===== config.mk =====
export PLATFORM = sky130hd
export DESIGN_NAME = cba_addr_gen
export DESIGN_NICKNAME = d
export VERILOG_FILES = /design/src/rtl/cba_pkg.sv /design/src/rtl/cba_addr_gen.sv
export SDC_FILE = /design/constraint.sdc
export NUM_CORES = 1
export LEC_CHECK = 0
export CAP_MARGIN = 40
export CELL_PAD_IN_SITES_DETAIL_PLACEMENT = 2
export CELL_PAD_IN_SITES_GLOBAL_PLACEMENT = 2
export CORE_ASPECT_RATIO = 1.4
export CORE_MARGIN = 5
export CORE_UTILIZATION = 39
export DETAILED_ROUTE_END_ITERATION = 7
export DONT_BUFFER_PORTS = 1
export GPL_TIMING_DRIVEN = 0
export HOLD_SLACK_MARGIN = 0.1
export MAX_ROUTING_LAYER = met4
export PLACE_DENSITY = 0.77
export SLEW_MARGIN = 20
export SYNTH_ARGS = -nofsm -noshare
export SYNTH_HDL_FRONTEND = slang
export SYNTH_SLANG_ARGS = --single-unit

===== constraint.sdc =====
create_clock -name core_clk_i -period 8.75 [get_ports core_clk_i]
set_input_delay 1.3125 -clock core_clk_i [delete_from_list [all_inputs] [get_ports core_clk_i]]
set_output_delay 1.3125 -clock core_clk_i [all_outputs]
set_load 0.02 [all_outputs]

===== src/rtl/cba_pkg.sv =====
// Types and constants of the circular and bit-reversed address generator
// Behaviour
// (RULE_01) X circular needs select not 15, bit 15
// (RULE_02) Y circular needs select not 15, bit 14
// (RULE_03) Select 15 disables that space's correction
// (RULE_04) Bound test catches overshoot, not only equality
// (RULE_05) Write back only pre/post modify modes
// (RULE_06) Reverse needs select, enable, pre/post increment
// (RULE_07) Reverse only on X word writes
// (RULE_08) Only the modifier is bit reversed
// (RULE_09) Increments visit indices in reversed order
// (RULE_10) Software aligns reversed buffer to its size
// (RULE_11) Pivot scaled to byte addresses
// (RULE_12) Byte or other modes give normal addresses
// (RULE_13) Reverse adds pivot, drops offset, clears bit0
// (RULE_14) Reverse beats circular on X write only
// (RULE_15) Software avoids read right after pivot write
// (RULE_16) Software sets pivot to half buffer words
// (RULE_17) Start and end registers bound each buffer
// (RULE_18) Y circular addresses keep bit 0 clear; in post modify modes only wb_ptr is cleared, the address is the old pointer
// (RULE_19) Wrap by subtracting or adding buffer length
package cba_pkg;

    localparam int CBA_DW = 16;
    localparam int CBA_RAW = 3;

    // ************************************************
    // Register map, word indices
    // ************************************************
    localparam logic [CBA_RAW-1:0] CBA_REG_CTL = 3'h0;
    localparam logic [CBA_RAW-1:0] CBA_REG_REV = 3'h1;
    localparam logic [CBA_RAW-1:0] CBA_REG_XSTART = 3'h2;
    localparam logic [CBA_RAW-1:0] CBA_REG_XEND = 3'h3;
    localparam logic [CBA_RAW-1:0] CBA_REG_YSTART = 3'h4;
    localparam logic [CBA_RAW-1:0] CBA_REG_YEND = 3'h5;

    localparam logic [15:0] CBA_CTL_RST = 16'h0000;
    localparam logic [15:0] CBA_REV_RST = 16'h0000;
    localparam logic [15:0] CBA_BUF_RST = 16'h0000;
    localparam logic [15:0] CBA_CTL_WMASK = 16'hCFFF;
    localparam logic [3:0] CBA_SEL_OFF = 4'hF;

    // ************************************************
    // Register layouts
    // ************************************************
    typedef struct packed {
        logic x_circular_enable;
        logic y_circular_enable;
        logic [1:0] rsvd;
        logic [3:0] reverse_pointer_select;
        logic [3:0] y_pointer_select;
        logic [3:0] x_pointer_select;
    } cba_ctl_t;

    typedef struct packed {
        logic reverse_enable;
        logic [14:0] reverse_pivot;
    } cba_rev_t;

    typedef enum logic [1:0] {CBA_SP_XRD, CBA_SP_XWR, CBA_SP_Y} cba_space_t;

    typedef enum logic [2:0] {
        CBA_MD_IND, CBA_MD_POST_INC, CBA_MD_POST_DEC,
        CBA_MD_PRE_INC, CBA_MD_PRE_DEC, CBA_MD_REG_OFS
    } cba_mode_t;

    // ************************************************
    // Request and answer carriers
    // ************************************************
    typedef struct packed {
        logic valid;
        cba_space_t space;
        logic [3:0] ptr_idx;
        logic [15:0] ptr;
        cba_mode_t mode;
        logic [15:0] offset;
        logic byte_acc;
    } cba_req_t;

    typedef struct packed {
        logic valid;
        logic [15:0] effective_address;
        logic wb_en;
        logic [3:0] wb_idx;
        logic [15:0] wb_ptr;
        logic circ_used;
        logic rev_used;
    } cba_res_t;

endpackage


===== src/rtl/cba_addr_gen.sv =====
// Circular and bit-reversed effective address generator with its registers
module cba_addr_gen
(
    input wire logic core_clk_i,
    input wire logic rst_n_i,
    input wire logic [cba_pkg::CBA_RAW-1:0] reg_addr_i,
    input wire logic [15:0] reg_wdata_i,
    input wire logic reg_wr_i,
    input wire logic reg_rd_i,
    output logic [15:0] reg_rdata_o,
    input wire cba_pkg::cba_req_t req_i,
    output cba_pkg::cba_res_t res_o
);
    import cba_pkg::*;

    typedef struct packed {
        cba_ctl_t ctl;
        cba_rev_t rev;
        logic [15:0] x_buffer_start;
        logic [15:0] x_buffer_end;
        logic [15:0] y_buffer_start;
        logic [15:0] y_buffer_end;
        logic [15:0] rdata;
        cba_res_t res;
    } cba_state_t;

    cba_state_t s_q;
    cba_state_t s_d;

    // ************************************************
    // Address helpers
    // ************************************************
    function automatic logic [15:0] cba_rev16(input logic [15:0] v);
        logic [15:0] r;
        r = '0;
        for (int i = 0; i < 16; i++)
        begin
            r[i] = v[15-i];
        end
        return r;
    endfunction

    // Carry runs toward bit 0; only the modifier acts reversed
    function automatic logic [15:0] cba_rev_add(input logic [15:0] p, input logic [14:0] pv);
        logic [15:0] m;
        logic [15:0] sum;
        m = {pv, 1'b0}; // see (RULE_11)
        sum = cba_rev16(16'(cba_rev16(p) + cba_rev16(m))); // see (RULE_08) see (RULE_09)
        return {sum[15:1], 1'b0}; // see (RULE_13)
    endfunction

    function automatic logic [15:0] cba_wrap(input logic [15:0] a, input logic [15:0] lo,
        input logic [15:0] hi, input logic inc);
        logic [15:0] len;
        logic [15:0] r;
        len = 16'(hi - lo + 16'h0001); // see (RULE_17)
        r = a;
        if (inc && (a > hi)) // see (RULE_04)
        begin
            r = 16'(a - len); // see (RULE_19)
        end
        else if (!inc && (a < lo)) // see (RULE_04)
        begin
            r = 16'(a + len); // see (RULE_19)
        end
        return r;
    endfunction

    // ************************************************
    // Request decode
    // ************************************************
    logic is_x;
    logic is_inc;
    logic is_pre;
    logic is_post;
    logic circ_on;
    logic rev_on;
    logic [15:0] lo;
    logic [15:0] hi;
    logic [15:0] stepped;
    logic [15:0] fixed;

    always_comb
    begin
        is_x = (req_i.space != CBA_SP_Y);
        is_inc = (req_i.mode == CBA_MD_POST_INC) || (req_i.mode == CBA_MD_PRE_INC)
            || (req_i.mode == CBA_MD_REG_OFS);
        is_pre = (req_i.mode == CBA_MD_PRE_INC) || (req_i.mode == CBA_MD_PRE_DEC);
        is_post = (req_i.mode == CBA_MD_POST_INC) || (req_i.mode == CBA_MD_POST_DEC);
        // Reverse path: X writes of words in pre/post increment modes only
        rev_on = (req_i.space == CBA_SP_XWR) && !req_i.byte_acc // see (RULE_07) see (RULE_12)
            && (req_i.mode == CBA_MD_PRE_INC || req_i.mode == CBA_MD_POST_INC) // see (RULE_06)
            && s_q.rev.reverse_enable // see (RULE_06)
            && (s_q.ctl.reverse_pointer_select != CBA_SEL_OFF) // see (RULE_06)
            && (req_i.ptr_idx == s_q.ctl.reverse_pointer_select);
        if (is_x)
        begin
            circ_on = s_q.ctl.x_circular_enable // see (RULE_01)
                && (s_q.ctl.x_pointer_select != CBA_SEL_OFF) // see (RULE_01) see (RULE_03)
                && (req_i.ptr_idx == s_q.ctl.x_pointer_select)
                && !rev_on; // see (RULE_14)
            lo = s_q.x_buffer_start;
            hi = s_q.x_buffer_end;
        end
        else
        begin
            circ_on = s_q.ctl.y_circular_enable // see (RULE_02)
                && (s_q.ctl.y_pointer_select != CBA_SEL_OFF) // see (RULE_02) see (RULE_03)
                && (req_i.ptr_idx == s_q.ctl.y_pointer_select);
            lo = s_q.y_buffer_start;
            hi = s_q.y_buffer_end;
        end
        circ_on = circ_on && (req_i.mode != CBA_MD_IND);
        if (is_inc)
        begin
            stepped = 16'(req_i.ptr + req_i.offset);
        end
        else
        begin
            stepped = 16'(req_i.ptr - req_i.offset);
        end
        fixed = circ_on ? cba_wrap(stepped, lo, hi, is_inc) : stepped;
        if (circ_on && !is_x)
        begin
            fixed[0] = 1'b0; // see (RULE_18)
        end
    end

    // ************************************************
    // Next state
    // ************************************************
    always_comb
    begin
        s_d = s_q;
        s_d.rdata = '0;
        if (reg_wr_i)
        begin
            case (reg_addr_i)
                CBA_REG_CTL: s_d.ctl = cba_ctl_t'(reg_wdata_i & CBA_CTL_WMASK);
                CBA_REG_REV: s_d.rev = cba_rev_t'(reg_wdata_i);
                CBA_REG_XSTART: s_d.x_buffer_start = reg_wdata_i;
                CBA_REG_XEND: s_d.x_buffer_end = reg_wdata_i;
                CBA_REG_YSTART: s_d.y_buffer_start = reg_wdata_i;
                CBA_REG_YEND: s_d.y_buffer_end = reg_wdata_i;
                default: s_d.ctl = s_q.ctl;
            endcase
        end
        if (reg_rd_i)
        begin
            case (reg_addr_i)
                CBA_REG_CTL: s_d.rdata = s_q.ctl;
                CBA_REG_REV: s_d.rdata = s_q.rev;
                CBA_REG_XSTART: s_d.rdata = s_q.x_buffer_start;
                CBA_REG_XEND: s_d.rdata = s_q.x_buffer_end;
                CBA_REG_YSTART: s_d.rdata = s_q.y_buffer_start;
                CBA_REG_YEND: s_d.rdata = s_q.y_buffer_end;
                default: s_d.rdata = '0;
            endcase
        end
        s_d.res = '0;
        s_d.res.valid = req_i.valid;
        s_d.res.wb_idx = req_i.ptr_idx;
        if (req_i.valid)
        begin
            s_d.res.circ_used = circ_on;
            s_d.res.rev_used = rev_on;
            s_d.res.wb_en = is_pre || is_post; // see (RULE_05)
            if (rev_on)
            begin
                s_d.res.wb_ptr = cba_rev_add(req_i.ptr, s_q.rev.reverse_pivot); // see (RULE_13)
                s_d.res.effective_address = is_pre ? s_d.res.wb_ptr
                    : {req_i.ptr[15:1], 1'b0}; // see (RULE_13)
            end
            else
            begin
                case (req_i.mode)
                    CBA_MD_IND:
                    begin
                        s_d.res.effective_address = req_i.ptr;
                    end
                    CBA_MD_POST_INC, CBA_MD_POST_DEC:
                    begin
                        s_d.res.effective_address = req_i.ptr;
                        s_d.res.wb_ptr = fixed;
                    end
                    CBA_MD_PRE_INC, CBA_MD_PRE_DEC:
                    begin
                        s_d.res.effective_address = fixed;
                        s_d.res.wb_ptr = fixed;
                    end
                    CBA_MD_REG_OFS:
                    begin
                        s_d.res.effective_address = fixed; // see (RULE_05)
                    end
                    default:
                    begin
                        s_d.res.effective_address = req_i.ptr;
                    end
                endcase
            end
        end
    end

    // ************************************************
    // State register
    // ************************************************
    always_ff @(posedge core_clk_i)
    begin
        if (!rst_n_i)
        begin
            s_q <= '0;
            s_q.ctl <= cba_ctl_t'(CBA_CTL_RST);
            s_q.rev <= cba_rev_t'(CBA_REV_RST);
            s_q.x_buffer_start <= CBA_BUF_RST;
            s_q.x_buffer_end <= CBA_BUF_RST;
            s_q.y_buffer_start <= CBA_BUF_RST;
            s_q.y_buffer_end <= CBA_BUF_RST;
        end
        else
        begin
            s_q <= s_d;
        end
    end

    assign reg_rdata_o = s_q.rdata;
    assign res_o = s_q.res;
endmodule


==> reports/qor.yml <==
yosys-top-cells-area: "dfxtp_1 (26%), ha_1 (13%), nand2_1 (8.1%)"
intPower_uw: 1620
dp.cells: 1821
vias_per_cell: 5.94
synth.net_count: 1625
rsz0062_at_grt: "false"
antenna_found_initial: 0
gp_congestion: 0.927
ys_seq_area_share_pct: 25.9
fin_skew_ns: 0.00993
cp-start-kind: "input port"
grt_pass1_vias: 12100
ant_nets: 0
clkTransAtPathRegs_ns: 0.07
area_delta_synth_final_pct: 9.68
ios: 122
synth_edf_count: 0
crit_path_max_fanout: 10
swShare_pct: 40.6
worst_pin_slew_ns: 0.851
postSynthCellCount: 1436
grt_pass1_wl_um: 73300
dieWidth_um: 156
diodes: 0
coreArea_um2: 29300
cpMostUsedCell: "a21oi_1"
post_drt_wl_per_cell_um: 26.5
cap_viol_max_count: 0
dp_hpwl_um: 40000
crit_arrival_ns: 8.66
powerDensity_nw_per_um2: 214
start_util_pct: 39.7
finalPower_uw: 2720
cts-root-buf: "clkbuf_16"
synth_seq_cells: 150
die_area_um2: 33400
async_reset_ff_share_pct: 0
worst_path_largest_cell_delay_ns: 0.57
avgSynthCellArea_um2: 8.08
critPathKind: "in2reg"
syn-cell-area_um2: 11600
power.leakage_uw: 0.00506
h-tree-depth: 4
clockPowerShare_pct: 27.9
io_buffers: 0
cts_buffers: 17
fmax_mhz: 120
setup_violations: 0
period_share_pct: 95.4
clock_latency_ns: 0.45
drive_gt1_share_pct: 10.2
hp-class: "reg2reg"
die_h_um: 214
fill_cells: 3433
worstPathRequired_ns: 9.06
drt-initial-drc-count: 536
max-slew-margin-rel_pct: 43.2
switchingPower_uw: 1110
drc: 0
cp_slowest_cell: "buf_1"
p_comb_share_pct: 45.6
ir_drop_mv: 0.126
routed_wl_um: 49100
yosys_warnings: 0
synth_flop_cell: "dfxtp_1"
overflow: 0
synth_top_area_share_pct: 25.9
final-instance-count-excl-fill: 1854
fin_crit_ns: 8.34
hold_viol_final: 0
cts_tree: "built"
track_usage_pct: 29.8
yosys.area.top_type: "dfxtp_1"
clockBufferDepth: 2
cp-end-kind: "register"
dr.pass1.iters: 5
synth_cell_types: 84
cts_setup_buffers: 0
vias: 11000
grt_max_degree: 17
final_max_slew_viol_count: 0
status: "finished, final reports clean"
rows: 74
utilization_pct: 43.5
final_nets: 1650
p_seq_share_pct: 26.5
clock_sinks: 150
-- layout by cell type (no fill, tap or decap), types with 45 or more instances in the layout --
cell type  count
a21boi_0      95
nor2_1        75
o21ai_0       45
a22oi_1       53
a21oi_1       61
nand2_1      250
inv_1         75
dfxtp_1      150
ha_1         118
buf_4         61
-- final timing paths --
check | startpoint | slack [ns] | cells past startpoint | to
worst max-delay path | req_i[40] | 0.41 | 29 | res_o[38]$_SDFF_PN0_
worst min-delay path | s_q[73]$_SDFFE_PN0P_ | 0.49 | 2 | s_q[73]$_SDFFE_PN0P_
worst min register to register | s_q[73]$_SDFFE_PN0P_ | 0.49 | 2 | s_q[73]$_SDFFE_PN0P_
worst max register to register | s_q[106]$_SDFFE_PN0P_ | 2.96 | 22 | res_o[38]$_SDFF_PN0_
-- area by class of cell --
class	instances	area [um^2]	area share, %
multi-input combinational	1103	7690	60.4
sequential	150	3000	23.6
buffer	107	633	4.97
tap	380	475	3.74
clock buffer	19	453	3.56
inverter	76	285	2.24
clock inverter	13	145	1.14
timing repair buffer	6	43.8	0.344
-- critical path: cells and delay by family --
family,cells,cell delay [ns]
AOI/OAI and AO/OA,12,2.53
xor gates and xnor gates,2,0.40
adders and majority gates,3,0.74
buffers and inverters,7,2.14
muxes,1,0.34
and+or+nand+nor,4,1.15
-- per-layer routing --
layer,GRT usage (%),wire length [um],vias up
li1,-,-,5102
met1,29.7,17900,5515
met2,54.2,25900,266
met3,4.26,1840,123
met4,17.4,3390,0
met5,-,0,-
-- registers in the layout, summed over array words and instances (netlist names) --
name,cells
reg_rdata_o,16
res_o,40
s_q,94
-- synthesized netlist by cell type, drive strengths merged (10+ instances only) --
cell,number
nand2,250
a31oi,18
nor2b,10
xor2,26
ha,118
a221oi,13
mux2i,24
nor3,30
nand3,20
a22oi,53
mux2,12
a21boi,96
inv,75
nor2,76
dfxtp,150
xnor2,45
a21o,18
a211oi,13
o21ai,53
buf,63
a21oi,62
and2,14
nand2b,18
o21bai,11
clkbuf,44
-- kinds of logic after synthesis --
kind of cell	Yosys count	share of synthesized area, %
muxes	36	3.23
buffers and inverters	183	7.90
xor gates and xnor gates	71	5.81
adders and majority gates	124	13.7
and+or+nand+nor	453	17.5
DFF	150	25.9
AOI/OAI and AO/OA	419	26.0
-- power by group through the flow --
stage / combinational, uW / clock [uW] / sequential [uW]
floorplan: 881 / 0 / 730
global placement: 1180 / 0 / 736
detailed placement: 1240 / 0 / 738
CTS: 1240 / 772 / 723
global route: 1360 / 798 / 724
finish: 1240 / 761 / 723
-- through the flow --
step | TNS [ns] | setup slack (ns) | instance area [um^2] | hold slack (ns)
3_5_place_dp | -0.731 | -0.328 | 12100 | 0.480
4_1_cts | 0 | 0.114 | 12700 | 0.488
5_1_grt | 0 | 0.0560 | 12700 | 0.517
2_1_floorplan | 0 | 1.75 | 11600 | 0.451
6_report | 0 | 0.405 | 12700 | 0.489
3_3_place_gp | -0.869 | -0.324 | 12100 | 0.465
-- timing repair --
action	in CTS	in global routing
resized for setup	0	3
endpoints found under the setup margin	0	2
hold buffers	0	0
endpoints found under the hold margin	0	0
(Power assumes the default switching activity.)
